===== config.mk =====
export PLATFORM = sky130hd
export DESIGN_NAME = adcs_top
export DESIGN_NICKNAME = d
export VERILOG_FILES = /design/src/core/adcs_pkg.sv /design/src/core/adcs_conv_if.sv /design/src/core/adcs_clkdiv.sv /design/src/core/adcs_sar.sv /design/src/core/adcs_top.sv
export SDC_FILE = /design/constraint.sdc
export NUM_CORES = 1
export LEC_CHECK = 0
export BUFFER_PORTS_ARGS = -buffer_cell sky130_fd_sc_hd__buf_2
export CAP_MARGIN = 20
export CORE_AREA = 3 3 102 104
export CTS_BUF_LIST = sky130_fd_sc_hd__clkbuf_8
export DETAILED_ROUTE_END_ITERATION = 10
export DIE_AREA = 0 0 105 107
export PLACE_DENSITY = 0.78
export SLEW_MARGIN = 0
export SYNTH_ARGS = -nofsm -noshare
export SYNTH_HDL_FRONTEND = slang
export SYNTH_SLANG_ARGS = --single-unit

===== constraint.sdc =====
create_clock -name core_clk -period 2.9 [get_ports core_clk]
set_clock_uncertainty 0.15 [all_clocks]
set_input_delay 0.145 -clock core_clk [delete_from_list [all_inputs] [get_ports core_clk]]
set_output_delay 0.145 -clock core_clk [all_outputs]
set_load 0.01 [all_outputs]

===== src/core/adcs_pkg.sv =====
// Purpose: shared constants for the converter control block
// Assumes: registers sit at byte address four times their index
// Notes: one number, one name
package adcs_pkg;
  localparam int          CLK_HZ       = 40_000_000;
  localparam int          FRC_HZ       = 500_000;
  // internal rc clock is 500 kHz at most, so the period rounds up
  localparam int          FRC_DIV      = (CLK_HZ + FRC_HZ - 1) / FRC_HZ;
  localparam int          SAR_BITS     = 10;
  localparam int          PIN_COUNT    = 4;
  localparam int          AW           = 12;

  localparam logic [7:0]  IDX_IRQ_CTRL = 8'h0b;
  localparam logic [7:0]  IDX_PFLAG    = 8'h0c;
  localparam logic [7:0]  IDX_RES_HI   = 8'h1e;
  localparam logic [7:0]  IDX_CTRL     = 8'h1f;
  localparam logic [7:0]  IDX_PEN      = 8'h8c;
  localparam logic [7:0]  IDX_RES_LO   = 8'h9e;
  localparam logic [7:0]  IDX_APS      = 8'h9f;

  localparam int          CTRL_FMT     = 7;
  localparam int          CTRL_VREF    = 6;
  localparam int          CTRL_CHS     = 2;
  localparam int          CTRL_GO      = 1;
  localparam int          CTRL_ON      = 0;
  localparam logic [7:0]  CTRL_MASK    = 8'hdf;
  localparam logic [7:0]  CTRL_RST     = 8'h00;

  localparam int          APS_CS       = 4;
  localparam logic [7:0]  APS_MASK     = 8'h7f;
  localparam logic [7:0]  APS_RST      = 8'h0f;

  localparam int          FLAG_BIT     = 6;
  localparam int          GIE_BIT      = 7;
  localparam int          PERIPHERAL_IRQ_ENABLE_BIT     = 6;

  localparam logic [2:0]  CS_DIV2      = 3'h0;
  localparam logic [2:0]  CS_DIV8      = 3'h1;
  localparam logic [2:0]  CS_DIV32     = 3'h2;
  localparam logic [2:0]  CS_DIV4      = 3'h4;
  localparam logic [2:0]  CS_DIV16     = 3'h5;
  localparam logic [2:0]  CS_DIV64     = 3'h6;
endpackage


===== src/core/adcs_conv_if.sv =====
// Purpose: carries clock select, tad pulses and sar traffic between modules
// Assumes: single core clock
// Notes: no clocking block
`timescale 1ns/10ps
`default_nettype none
interface adcs_conv_if;
  logic       run;
  logic [2:0] sel;
  logic       tad_en;
  logic       start;
  logic       abort;
  logic       cmp;
  logic       busy;
  logic       done;
  logic [9:0] result;
  logic [9:0] dac;
  modport seq (output run, sel, start, abort, cmp, input tad_en, busy, done, result, dac);
  modport div (input run, sel, output tad_en);
  modport eng (input tad_en, start, abort, cmp, output busy, done, result, dac);
endinterface
`default_nettype wire


===== src/core/adcs_clkdiv.sv =====
// Purpose: one-cycle tad enable pulses from the selected divisor
// Assumes: run stays high for the whole conversion
// Notes: counter restarts whenever run is low
`timescale 1ns/10ps
`default_nettype none
module adcs_clkdiv (
  input  wire logic core_clk,
  input  wire logic rstn,
  adcs_conv_if.div  cv
);
  logic [6:0] cnt_reg;
  logic [6:0] cnt_next;
  logic [6:0] div;
  logic       tad_reg;
  logic       tad_next;

  always_comb begin
    case (cv.sel)
      adcs_pkg::CS_DIV2:  div = 7'h02;
      adcs_pkg::CS_DIV8:  div = 7'h08;
      adcs_pkg::CS_DIV32: div = 7'h20;
      adcs_pkg::CS_DIV4:  div = 7'h04;
      adcs_pkg::CS_DIV16: div = 7'h10;
      adcs_pkg::CS_DIV64: div = 7'h40;
      default:            div = 7'(adcs_pkg::FRC_DIV);
    endcase
    cnt_next = 7'h00;
    tad_next = 1'b0;
    if (cv.run) begin
      if (cnt_reg >= div - 7'h01) begin
        tad_next = 1'b1;
      end else begin
        cnt_next = cnt_reg + 7'h01;
      end
    end
  end

  always_ff @(posedge core_clk) begin
    if (!rstn) begin
      cnt_reg <= 7'h00;
      tad_reg <= 1'b0;
    end else begin
      cnt_reg <= cnt_next;
      tad_reg <= tad_next;
    end
  end

  assign cv.tad_en = tad_reg;
endmodule // adcs_clkdiv
`default_nettype wire


===== src/core/adcs_sar.sv =====
// Purpose: successive-approximation engine, one bit per tad
// Assumes: cmp high means input is at or above the dac code
// Notes: abort returns to idle without done
`timescale 1ns/10ps
`default_nettype none
module adcs_sar (
  input  wire logic core_clk,
  input  wire logic rstn,
  adcs_conv_if.eng  cv
);
  typedef enum logic [0:0] {ADCS_IDLE, ADCS_CONV} adcs_sar_e;
  adcs_sar_e  st_reg;
  adcs_sar_e  st_next;
  logic [9:0] code_reg;
  logic [9:0] code_next;
  logic [9:0] bit_reg;
  logic [9:0] bit_next;
  logic [9:0] res_reg;
  logic [9:0] res_next;
  logic       done_reg;
  logic       done_next;

  always_comb begin
    st_next   = st_reg;
    code_next = code_reg;
    bit_next  = bit_reg;
    res_next  = res_reg;
    done_next = 1'b0;
    case (st_reg)
      ADCS_IDLE: begin
        if (cv.start) begin
          st_next   = ADCS_CONV;
          code_next = 10'h200;
          bit_next  = 10'h200;
        end
      end
      ADCS_CONV: begin
        if (cv.abort) begin
          st_next = ADCS_IDLE;
        end else if (cv.tad_en) begin
          code_next = cv.cmp ? code_reg : (code_reg & ~bit_reg);
          if (bit_reg[0]) begin
            st_next   = ADCS_IDLE;
            res_next  = code_next;
            done_next = 1'b1;
          end else begin
            bit_next  = bit_reg >> 1;
            code_next = code_next | (bit_reg >> 1);
          end
        end
      end
      default: st_next = ADCS_IDLE;
    endcase
  end

  always_ff @(posedge core_clk) begin
    if (!rstn) begin
      st_reg   <= ADCS_IDLE;
      code_reg <= 10'h000;
      bit_reg  <= 10'h000;
      res_reg  <= 10'h000;
      done_reg <= 1'b0;
    end else begin
      st_reg   <= st_next;
      code_reg <= code_next;
      bit_reg  <= bit_next;
      res_reg  <= res_next;
      done_reg <= done_next;
    end
  end

  assign cv.busy   = (st_reg == ADCS_CONV);
  assign cv.done   = done_reg;
  assign cv.result = res_reg;
  assign cv.dac    = code_reg;
endmodule // adcs_sar
`default_nettype wire


===== src/core/adcs_top.sv =====
// Purpose: pin select, sequencing and completion signalling of a 10-bit sar converter
// Assumes: apb slave with one wait state; comparator input is asynchronous
// Notes: conversion clock is a tad enable pulse on core_clk
//
// Overview of operation
// - pin select bit one makes the pin analog a cycle later, zero makes it digital; pads are digital during reset
// - analog pins lose digital input buffer, pull-up and change interrupt
// - device clears the start/status bit when conversion completes
// - hold capacitor is never discharged between conversions
// - results have 1024 steps, split over high and low result registers
// - clock select picks divide 2,8,32,4,16,64 or the internal rc clock
// - on completion clear start bit and load the result pair
//
// Design decisions made here: the register addresses and the APB register port.
`timescale 1ns/10ps
`default_nettype none
module adcs_top (
  input  wire logic                       core_clk,
  input  wire logic                       rstn,
  input  wire logic [adcs_pkg::AW-1:0]    paddr,
  input  wire logic                       psel,
  input  wire logic                       penable,
  input  wire logic                       pwrite,
  input  wire logic [31:0]                pwdata,
  output logic      [31:0]                prdata,
  output logic                            pready,
  output logic                            pslverr,
  input  wire logic                       cmp_in,
  output logic      [9:0]                 dac_code,
  output logic                            sample_en,
  output logic      [2:0]                 chan_sel,
  output logic                            vref_ext_sel,
  output logic                            adc_on,
  output logic      [3:0]                 dig_in_disable,
  output logic      [3:0]                 pullup_disable,
  output logic      [3:0]                 ioc_disable,
  output logic                            irq
);
  adcs_conv_if cv ();

  adcs_clkdiv u_div (
    .core_clk (core_clk),
    .rstn     (rstn),
    .cv       (cv.div)
  );

  adcs_sar u_sar (
    .core_clk (core_clk),
    .rstn     (rstn),
    .cv       (cv.eng)
  );

  logic [7:0]  ctrl_reg,   ctrl_next;
  logic [7:0]  aps_reg,    aps_next;
  logic [7:0]  pflag_reg,  pflag_next;
  logic [7:0]  pen_reg,    pen_next;
  logic [7:0]  irqc_reg,   irqc_next;
  logic [7:0]  reshi_reg,  reshi_next;
  logic [7:0]  reslo_reg,  reslo_next;
  logic        start_reg,  start_next;
  logic        abort_reg,  abort_next;
  logic        pready_reg, pready_next;
  logic        perr_reg,   perr_next;
  logic [31:0] prdata_reg, prdata_next;
  logic [3:0]  pin_reg,    pin_next;
  logic        samp_reg,   samp_next;
  logic        irq_reg,    irq_next;
  logic        cmp_s1_reg, cmp_s2_reg;
  logic [7:0]  idx;
  logic        hit;
  logic        access;
  logic        commit;
  logic        wr;
  logic [7:0]  rd_val;
  logic [7:0]  wd;

  assign idx    = paddr[9:2];
  assign access = psel && penable;
  assign commit = access && pready_reg;
  assign wr     = commit && pwrite && hit;
  assign wd     = pwdata[7:0];

  always_comb begin
    hit = (paddr[1:0] == 2'h0) && (paddr[adcs_pkg::AW-1:10] == '0);
    case (idx)
      adcs_pkg::IDX_IRQ_CTRL: rd_val = irqc_reg;
      adcs_pkg::IDX_PFLAG:    rd_val = pflag_reg;
      adcs_pkg::IDX_RES_HI:   rd_val = reshi_reg;
      adcs_pkg::IDX_CTRL:     rd_val = ctrl_reg;
      adcs_pkg::IDX_PEN:      rd_val = pen_reg;
      adcs_pkg::IDX_RES_LO:   rd_val = reslo_reg;
      adcs_pkg::IDX_APS:      rd_val = aps_reg;
      default: begin
        rd_val = 8'h00;
        hit    = 1'b0;
      end
    endcase
  end

  // bus side: access holds one wait cycle so read data leave a flop
  always_comb begin
    pready_next = access && !pready_reg;
    perr_next   = 1'b0;
    prdata_next = prdata_reg;
    if (access && !pready_reg) begin
      perr_next   = !hit;
      prdata_next = {24'h000000, rd_val};
    end
  end

  always_comb begin
    ctrl_next  = ctrl_reg;
    aps_next   = aps_reg;
    pflag_next = pflag_reg;
    pen_next   = pen_reg;
    irqc_next  = irqc_reg;
    reshi_next = reshi_reg;
    reslo_next = reslo_reg;
    start_next = 1'b0;
    abort_next = 1'b0;
    if (wr) begin
      case (idx)
        adcs_pkg::IDX_IRQ_CTRL: irqc_next = wd;
        adcs_pkg::IDX_PEN:      pen_next  = wd;
        adcs_pkg::IDX_APS:      aps_next  = wd & adcs_pkg::APS_MASK;
        adcs_pkg::IDX_PFLAG:    pflag_next = wd;
        adcs_pkg::IDX_CTRL: begin
          ctrl_next = wd & adcs_pkg::CTRL_MASK;
          // start only with the converter on and idle
          if (!wd[adcs_pkg::CTRL_ON]) begin
            ctrl_next[adcs_pkg::CTRL_GO] = 1'b0;
          end else if (wd[adcs_pkg::CTRL_GO] && !ctrl_reg[adcs_pkg::CTRL_GO]) begin
            start_next = 1'b1;
          end
          if (ctrl_reg[adcs_pkg::CTRL_GO] && !ctrl_next[adcs_pkg::CTRL_GO]) begin
            abort_next = 1'b1;
          end
        end
        default: ctrl_next = ctrl_reg;
      endcase
    end
    // a read of the flag register clears only what that read reported
    if (commit && !pwrite && hit && idx == adcs_pkg::IDX_PFLAG) begin
      pflag_next = pflag_reg & ~prdata_reg[7:0];
    end
    if (cv.done) begin
      ctrl_next[adcs_pkg::CTRL_GO]   = 1'b0;
      pflag_next[adcs_pkg::FLAG_BIT] = 1'b1;
      if (ctrl_reg[adcs_pkg::CTRL_FMT]) begin
        reshi_next = cv.result[9:2];
        reslo_next = {cv.result[1:0], 6'h00};
      end else begin
        reshi_next = {6'h00, cv.result[9:8]};
        reslo_next = cv.result[7:0];
      end
    end
  end

  always_comb begin
    pin_next  = aps_reg[adcs_pkg::PIN_COUNT-1:0];
    // the hold switch opens for conversion and while the converter is off; nothing discharges it
    samp_next = ctrl_reg[adcs_pkg::CTRL_ON] && !ctrl_reg[adcs_pkg::CTRL_GO] && !cv.busy;
    irq_next  = pflag_reg[adcs_pkg::FLAG_BIT] && pen_reg[adcs_pkg::FLAG_BIT]
                && irqc_reg[adcs_pkg::PERIPHERAL_IRQ_ENABLE_BIT] && irqc_reg[adcs_pkg::GIE_BIT];
  end

  always_ff @(posedge core_clk) begin
    if (!rstn) begin
      ctrl_reg   <= adcs_pkg::CTRL_RST;
      aps_reg    <= adcs_pkg::APS_RST;
      pflag_reg  <= 8'h00;
      pen_reg    <= 8'h00;
      irqc_reg   <= 8'h00;
      reshi_reg  <= 8'h00;
      reslo_reg  <= 8'h00;
      start_reg  <= 1'b0;
      abort_reg  <= 1'b0;
      pready_reg <= 1'b0;
      perr_reg   <= 1'b0;
      prdata_reg <= 32'h00000000;
      pin_reg    <= 4'h0;
      samp_reg   <= 1'b0;
      irq_reg    <= 1'b0;
      cmp_s1_reg <= 1'b0;
      cmp_s2_reg <= 1'b0;
    end else begin
      ctrl_reg   <= ctrl_next;
      aps_reg    <= aps_next;
      pflag_reg  <= pflag_next;
      pen_reg    <= pen_next;
      irqc_reg   <= irqc_next;
      reshi_reg  <= reshi_next;
      reslo_reg  <= reslo_next;
      start_reg  <= start_next;
      abort_reg  <= abort_next;
      pready_reg <= pready_next;
      perr_reg   <= perr_next;
      prdata_reg <= prdata_next;
      pin_reg    <= pin_next;
      samp_reg   <= samp_next;
      irq_reg    <= irq_next;
      cmp_s1_reg <= cmp_in;
      cmp_s2_reg <= cmp_s1_reg;
    end
  end

  assign cv.run   = cv.busy;
  assign cv.sel   = aps_reg[adcs_pkg::APS_CS+2:adcs_pkg::APS_CS];
  assign cv.start = start_reg;
  assign cv.abort = abort_reg;
  assign cv.cmp   = cmp_s2_reg;

  assign prdata         = prdata_reg;
  assign pready         = pready_reg;
  assign pslverr        = perr_reg;
  assign dac_code       = cv.dac;
  assign sample_en      = samp_reg;
  assign chan_sel       = ctrl_reg[adcs_pkg::CTRL_CHS+2:adcs_pkg::CTRL_CHS];
  assign vref_ext_sel   = ctrl_reg[adcs_pkg::CTRL_VREF];
  assign adc_on         = ctrl_reg[adcs_pkg::CTRL_ON];
  assign dig_in_disable = pin_reg;
  assign pullup_disable = pin_reg;
  assign ioc_disable    = pin_reg;
  assign irq            = irq_reg;
endmodule // adcs_top
`default_nettype wire


==> results of run 1 <==
## synthesized netlist by cell type (2+ instances only)
cell type  instances
a2111oi_0          4
a211oi_1           8
a21oi_1           29
a22o_1             8
a22oi_1            8
a32oi_1            3
and2_1            13
and3_1             6
and3b_1            2
and4_1             6
buf_1              5
buf_2              4
buf_4             35
clkbuf_1          22
dfxtp_1          114
ha_1               8
inv_1              5
mux2i_1           48
nand2_1           73
nand2b_1          25
nand3_1           36
nand3b_1           9
nand4_1            3
nand4b_1           2
nor2_1            31
nor3_1             7
nor3b_1            5
nor4_1             3
nor4b_1            2
o211ai_1           8
o21a_1             2
o21ai_0           19
o21ai_1            7
o22ai_1            8
or3_1              3
or4_4              2
xnor2_1            5
xor2_1             2
## worst paths after layout
path	start	end	slack, ns	depth (start not counted)
max reg2reg	aps_reg[4]$_SDFFE_PN0P_	u_div.cnt_reg[2]$_SDFF_PP0_	0.33	10
max	aps_reg[4]$_SDFFE_PN0P_	u_div.cnt_reg[2]$_SDFF_PP0_	0.33	10
min	pwrite	pflag_reg[3]$_SDFFE_PN0P_	0.05	4
min reg2reg	cmp_s1_reg$_SDFF_PN0_	cmp_s2_reg$_SDFF_PN0_	0.28	1
## power by group
group | total (mW) | switching (mW) | internal [mW]
Sequential | 1.57 | 0.00399 | 1.57
Combinational | 0.154 | 0.103 | 0.0511
Clock | 1.62 | 0.673 | 0.945
Total | 3.35 | 0.781 | 2.57
## critical path: cells and delay by family, from the launching register on
kind	cells	cell delay, ns
fa+ha+maj	2	0.52
compound gates	3	0.42
xor+xnor	1	0.16
flops	1	0.38
buf+inv	1	0.17
simple gates	3	0.69
## metrics by stage
step / instances / utilization (%) / worst slack (ns)
final: 796 / 62.79 / 0.3277
after global routing: 796 / 62.79 / 0.1767
after CTS: 796 / 62.79 / 0.3578
after detailed placement: 754 / 57.17 / 0.3659
after global placement: 754 / 57.17 / 0.4815
after floorplan: 615 / - / 0.4873
## what timing repair did
item	in CTS	in global routing
setup endpoints to repair	0	0
hold buffers	10	0
hold endpoints to repair	42	0
## layer usage
metal / part of all wire (%) / vias up / global-route usage, %
li1: - / 2164 / -
met1: 42 / 2105 / 28.08
met2: 48 / 175 / 39.41
met3: 7.8 / 30 / 6.863
met4: 2.5 / 0 / 8.529
met5: 0 / - / 0
## final cells by class
type                    instances  share of cell area [%]
multi-input cells             430                   43.99
flip-flops and latches        114                   37.71
repair buffers                 82                   7.939
clock buffers                  17                   3.866
clock inverters                15                   3.432
well taps                     133                   2.750
inverters                       5                  0.3101
## cells by family after synthesis
logic type      Yosys count
xor+xnor                  7
flops                   114
simple gates            236
mux                      48
fa+ha+maj                 8
compound gates          107
other cells               1
buf+inv                  71
==> results_dict.tcl, run 1 <==
set metrics [dict create \
    clk_pin_slew_ns 0.07 \
    dieArea_mm2 0.01124 \
    ff_latch_area_mm2 0.002282 \
    port_buffers 64 \
    slowest_delay_ns 0.42 \
    netlist_area_mm2 0.005261 \
    grt.total_usage_pct 23.28 \
    fmax_ghz 0.3888 \
    drc 0 \
    power_density_mw_per_mm2 553.0 \
    drive_above_1_share_pct 16.59 \
    drtAntennaViolNets 0 \
    multi_input_area_mm2 0.002663 \
    synth.distinct_cells 50 \
    critical_path_peak_fanout 8 \
    firstDrtPassIters 5 \
    die_h_um 107 \
    hold_slack_ns 0.04598 \
    cp.arrival_ns 2.76 \
    rsz0062_at_grt "no" \
    final_cell_mix "dfxtp_1 (114), nand2_1 (73), buf_2 (64), mux2i_1 (48), nand3_1 (36)" \
    wl_per_cell_um 15.83 \
    hold_viol 0 \
    antenna_found_initial 0 \
    layout.nets 708 \
    period_share_pct 88.70 \
    setup_viol 0 \
    start_util_pct 54.58 \
    crit_top_cell "ha_1" \
    worstSkewPairLatency_ns 0.43 \
    synth_ff_type "dfxtp_1" \
    dpl.hpwl_um 8750 \
    placed_area_mm2 0.005510 \
    cts_buffers 17 \
    yosysSeqAreaShare_pct 43.38 \
    vias 4474 \
    max-cap-violations 0 \
    p_total_mw 3.347 \
    worstPathRequired_ns 3.09 \
    tritoncts "done" \
    synthMuxAreaShare_pct 9.132 \
    htree_num_levels 4 \
    cts_setup_buffers 0 \
    dr.first_iter.drc_count 314 \
    synth_area_leaders "dfxtp_1 (43%), mux2i_1 (9.1%), nand2_1 (5.2%)" \
    mostFrequentLayoutCell "dfxtp_1" \
    fp.dieW_um 105 \
    design_area_mm2 0.006052 \
    nFillCells 811 \
    numClockSinks 114 \
    synth_adder_area_share_pct 1.902 \
    async_reset_ff_share_pct 0 \
    tightest_slew_ns 0.9668 \
    status "completed" \
    post_cts_resized 0 \
    grt_pass1_vias 4417 \
    yosys_register_bits 114 \
    synth-compound-area-share_pct 12.87 \
    coreArea_mm2 0.009639 \
    rows 36 \
    cp_slowest_cell "or3_1" \
    cp-start-kind "flip-flop" \
    grt_pass1_wl_um 21130 \
    drt-vias-per-instance 5.621 \
    synth_xor_area_share_pct 1.165 \
    p_leak_nw 2.405 \
    ys_warn_count 0 \
    io_pins 113 \
    syn_area_per_cell_um2 8.887 \
    path_class "flip-flop to flip-flop" \
    synth_largest_area_cell "dfxtp_1" \
    synth_top_area_share_pct 43.38 \
    synth_top_family_by_area "simple AND/OR/NAND/NOR gates" \
    drv_slew 0 \
    crit_path_end_kind "flip-flop" \
    max-vdd-ir-drop_v 0.0003538 \
    overflow 0 \
    grt_max_degree 43 \
    hp-class "primary input to flip-flop" \
    setup-tns-final_ns 0 \
    routed_wl_um 12600 \
    min_period_ns 2.572 \
    area_growth_pct 15.03 \
    crit_chain "or3_1 > ha_1 > xnor2_1 > nand2b_1 > ha_1 > o21a_1 > o21ai_0 > a22oi_1 > buf_4 > nor3_1" \
    insertedDiodeCount 0 \
    root_buffer "clkbuf_8" \
    synthSimpleGateAreaFrac_pct 23.83 \
    synth_edf_count 0 \
    slew_headroom_pct 35.46 \
    clockBufferDepth 2 \
    gp_congestion 0.8473 \
    synthCells 592 \
]
No activity file was read; power rests on OpenSTA's default activity.
==> inputs of run 2 (changes only) <==
--- a/config.mk
+++ b/config.mk
@@ -7,11 +7,11 @@
 export LEC_CHECK = 0
 export BUFFER_PORTS_ARGS = -buffer_cell sky130_fd_sc_hd__buf_2
 export CAP_MARGIN = 20
-export CORE_AREA = 3 3 102 104
+export CORE_AREA = 3 3 74 145
 export CTS_BUF_LIST = sky130_fd_sc_hd__clkbuf_8
 export DETAILED_ROUTE_END_ITERATION = 10
-export DIE_AREA = 0 0 105 107
-export PLACE_DENSITY = 0.78
+export DIE_AREA = 0 0 77 148
+export PLACE_DENSITY = 0.77
 export SLEW_MARGIN = 0
 export SYNTH_ARGS = -nofsm -noshare
 export SYNTH_HDL_FRONTEND = slang
==> run 2 against run 1 <==
  * Core utilization fell by 1.0 points
  * Critical path type unchanged
  * Largest power group is now sequential cells
  * Global-route usage rose by 0.55 points
  * Clock power fell by 5%
  * Cell count did not move
  * Sequential power barely moved
  * First-iteration DRC count rose by 4.8%
  * Combinational power rose by 3%
==> results_dict.tcl, run 2 (synthesized netlist as in run 1, its figures left out) <==
set metrics [dict create \
    max-cap-violations 0 \
    grt_pass1_vias 4427 \
    antenna_found_initial 0 \
    drc 0 \
    mostFrequentLayoutCell "dfxtp_1" \
    tightest_slew_ns 0.8632 \
    cp-start-kind "flip-flop" \
    crit_top_cell "ha_1" \
    cp_slowest_cell "or3_1" \
    path_class "flip-flop to flip-flop" \
    period_share_pct 86.16 \
    cts_buffers 17 \
    fmax_ghz 0.4002 \
    firstDrtPassIters 6 \
    dieArea_mm2 0.01140 \
    hold_depth 5 \
    setup_viol 0 \
    layout.nets 709 \
    worstPathRequired_ns 3.09 \
    p_leak_nw 2.399 \
    start_util_pct 53.89 \
    dpl.hpwl_um 9842 \
    ctsHoldBuffers 10 \
    numClockSinks 114 \
    post-route-worst-setup-slack_ns 0.4014 \
    final_cell_mix "dfxtp_1 (114), nand2_1 (73), buf_2 (64), mux2i_1 (48), nand3_1 (36)" \
    root_buffer "clkbuf_8" \
    coreArea_mm2 0.009763 \
    grt_pass1_wl_um 21310 \
    slew_headroom_pct 41.67 \
    crit_path_end_kind "flip-flop" \
    overflow 0 \
    power_density_mw_per_mm2 542.1 \
    cts_setup_buffers 0 \
    io_pins 113 \
    cp.arrival_ns 2.69 \
    r2r_cells 10 \
    area_growth_pct 14.65 \
    clk_pin_slew_ns 0.07 \
    slowest_delay_ns 0.42 \
    hold_slack_ns 0.04490 \
    grt_max_degree 50 \
    die_h_um 148 \
    gp_congestion 0.9218 \
    fp.dieW_um 77 \
    clockBufferDepth 2 \
    dp_slack_ns 0.4222 \
    final_cells 796 \
    insertedDiodeCount 0 \
    vias 4510 \
    critical_path_peak_fanout 8 \
    drt-vias-per-instance 5.666 \
    ff_latch_area_mm2 0.002282 \
    rows 51 \
    placed_area_mm2 0.005517 \
    crit_chain "or3_1 > ha_1 > xnor2_1 > nand2b_1 > ha_1 > o21a_1 > o21ai_0 > a22oi_1 > buf_4 > nor3_1" \
    wl_per_cell_um 16.80 \
    max-vdd-ir-drop_v 0.0004512 \
    htree_num_levels 4 \
    grt.total_usage_pct 23.82 \
    dr.first_iter.drc_count 329 \
    hold_viol 0 \
    drv_slew 0 \
    finalCoreUtilization_pct 61.78 \
    setup-tns-final_ns 0 \
    port_buffers 64 \
    p_total_mw 3.270 \
    rsz0062_at_grt "no" \
    multi_input_area_mm2 0.002663 \
    status "completed" \
    tritoncts "done" \
    post_cts_resized 0 \
    min_period_ns 2.499 \
    worstSkewPairLatency_ns 0.43 \
    post-place-cells 754 \
    design_area_mm2 0.006032 \
    drive_above_1_share_pct 16.72 \
    routed_wl_um 13380 \
    drtAntennaViolNets 0 \
    nFillCells 860 \
    hp-class "primary input to flip-flop" \
]
[run 2: layer usage]
layer	share of wire, %	global-route usage (%)	vias up
li1	-	-	2172
met2	56	44.10	173
met1	34	23.07	2115
met4	5.1	16.22	0
met3	4.9	5.122	50
met5	0	0	-
[run 2: final cells by class]
type / count / area share (%)
Clock buffer: 17 / 3.879
Inverter: 5 / 0.3111
Tap cell: 132 / 2.738
Multi-Input combinational cell: 430 / 44.14
Clock inverter: 15 / 3.008
Timing Repair Buffer: 83 / 8.090
Sequential cell: 114 / 37.83
[run 2: power by group]
part	internal, mW	switching [mW]
clock network	0.856	0.682
logic	0.0522	0.106
registers	1.57	0.00403
total	2.48	0.792
[run 2: critical path, delay by kind of cell, from the launching register on]
family / cells / cell delay (ns)
AO/OA/AOI/OAI: 3 / 0.35
XOR/XNOR: 1 / 0.16
adder cells (fa/ha/maj): 2 / 0.51
buffers and inverters: 1 / 0.17
flip-flops: 1 / 0.38
AND/OR/NAND/NOR: 3 / 0.69
[run 2: path summary, 6_finish.rpt]
check,endpoint,slack [ns],from
setup / recovery,u_div.cnt_reg[5]$_SDFF_PP0_,0.40,aps_reg[4]$_SDFFE_PN0P_
hold / removal,abort_reg$_SDFF_PN0_,0.04,paddr[10]
setup reg to reg,u_div.cnt_reg[5]$_SDFF_PP0_,0.40,aps_reg[4]$_SDFFE_PN0P_
hold reg to reg,cmp_s2_reg$_SDFF_PN0_,0.28,cmp_s1_reg$_SDFF_PN0_
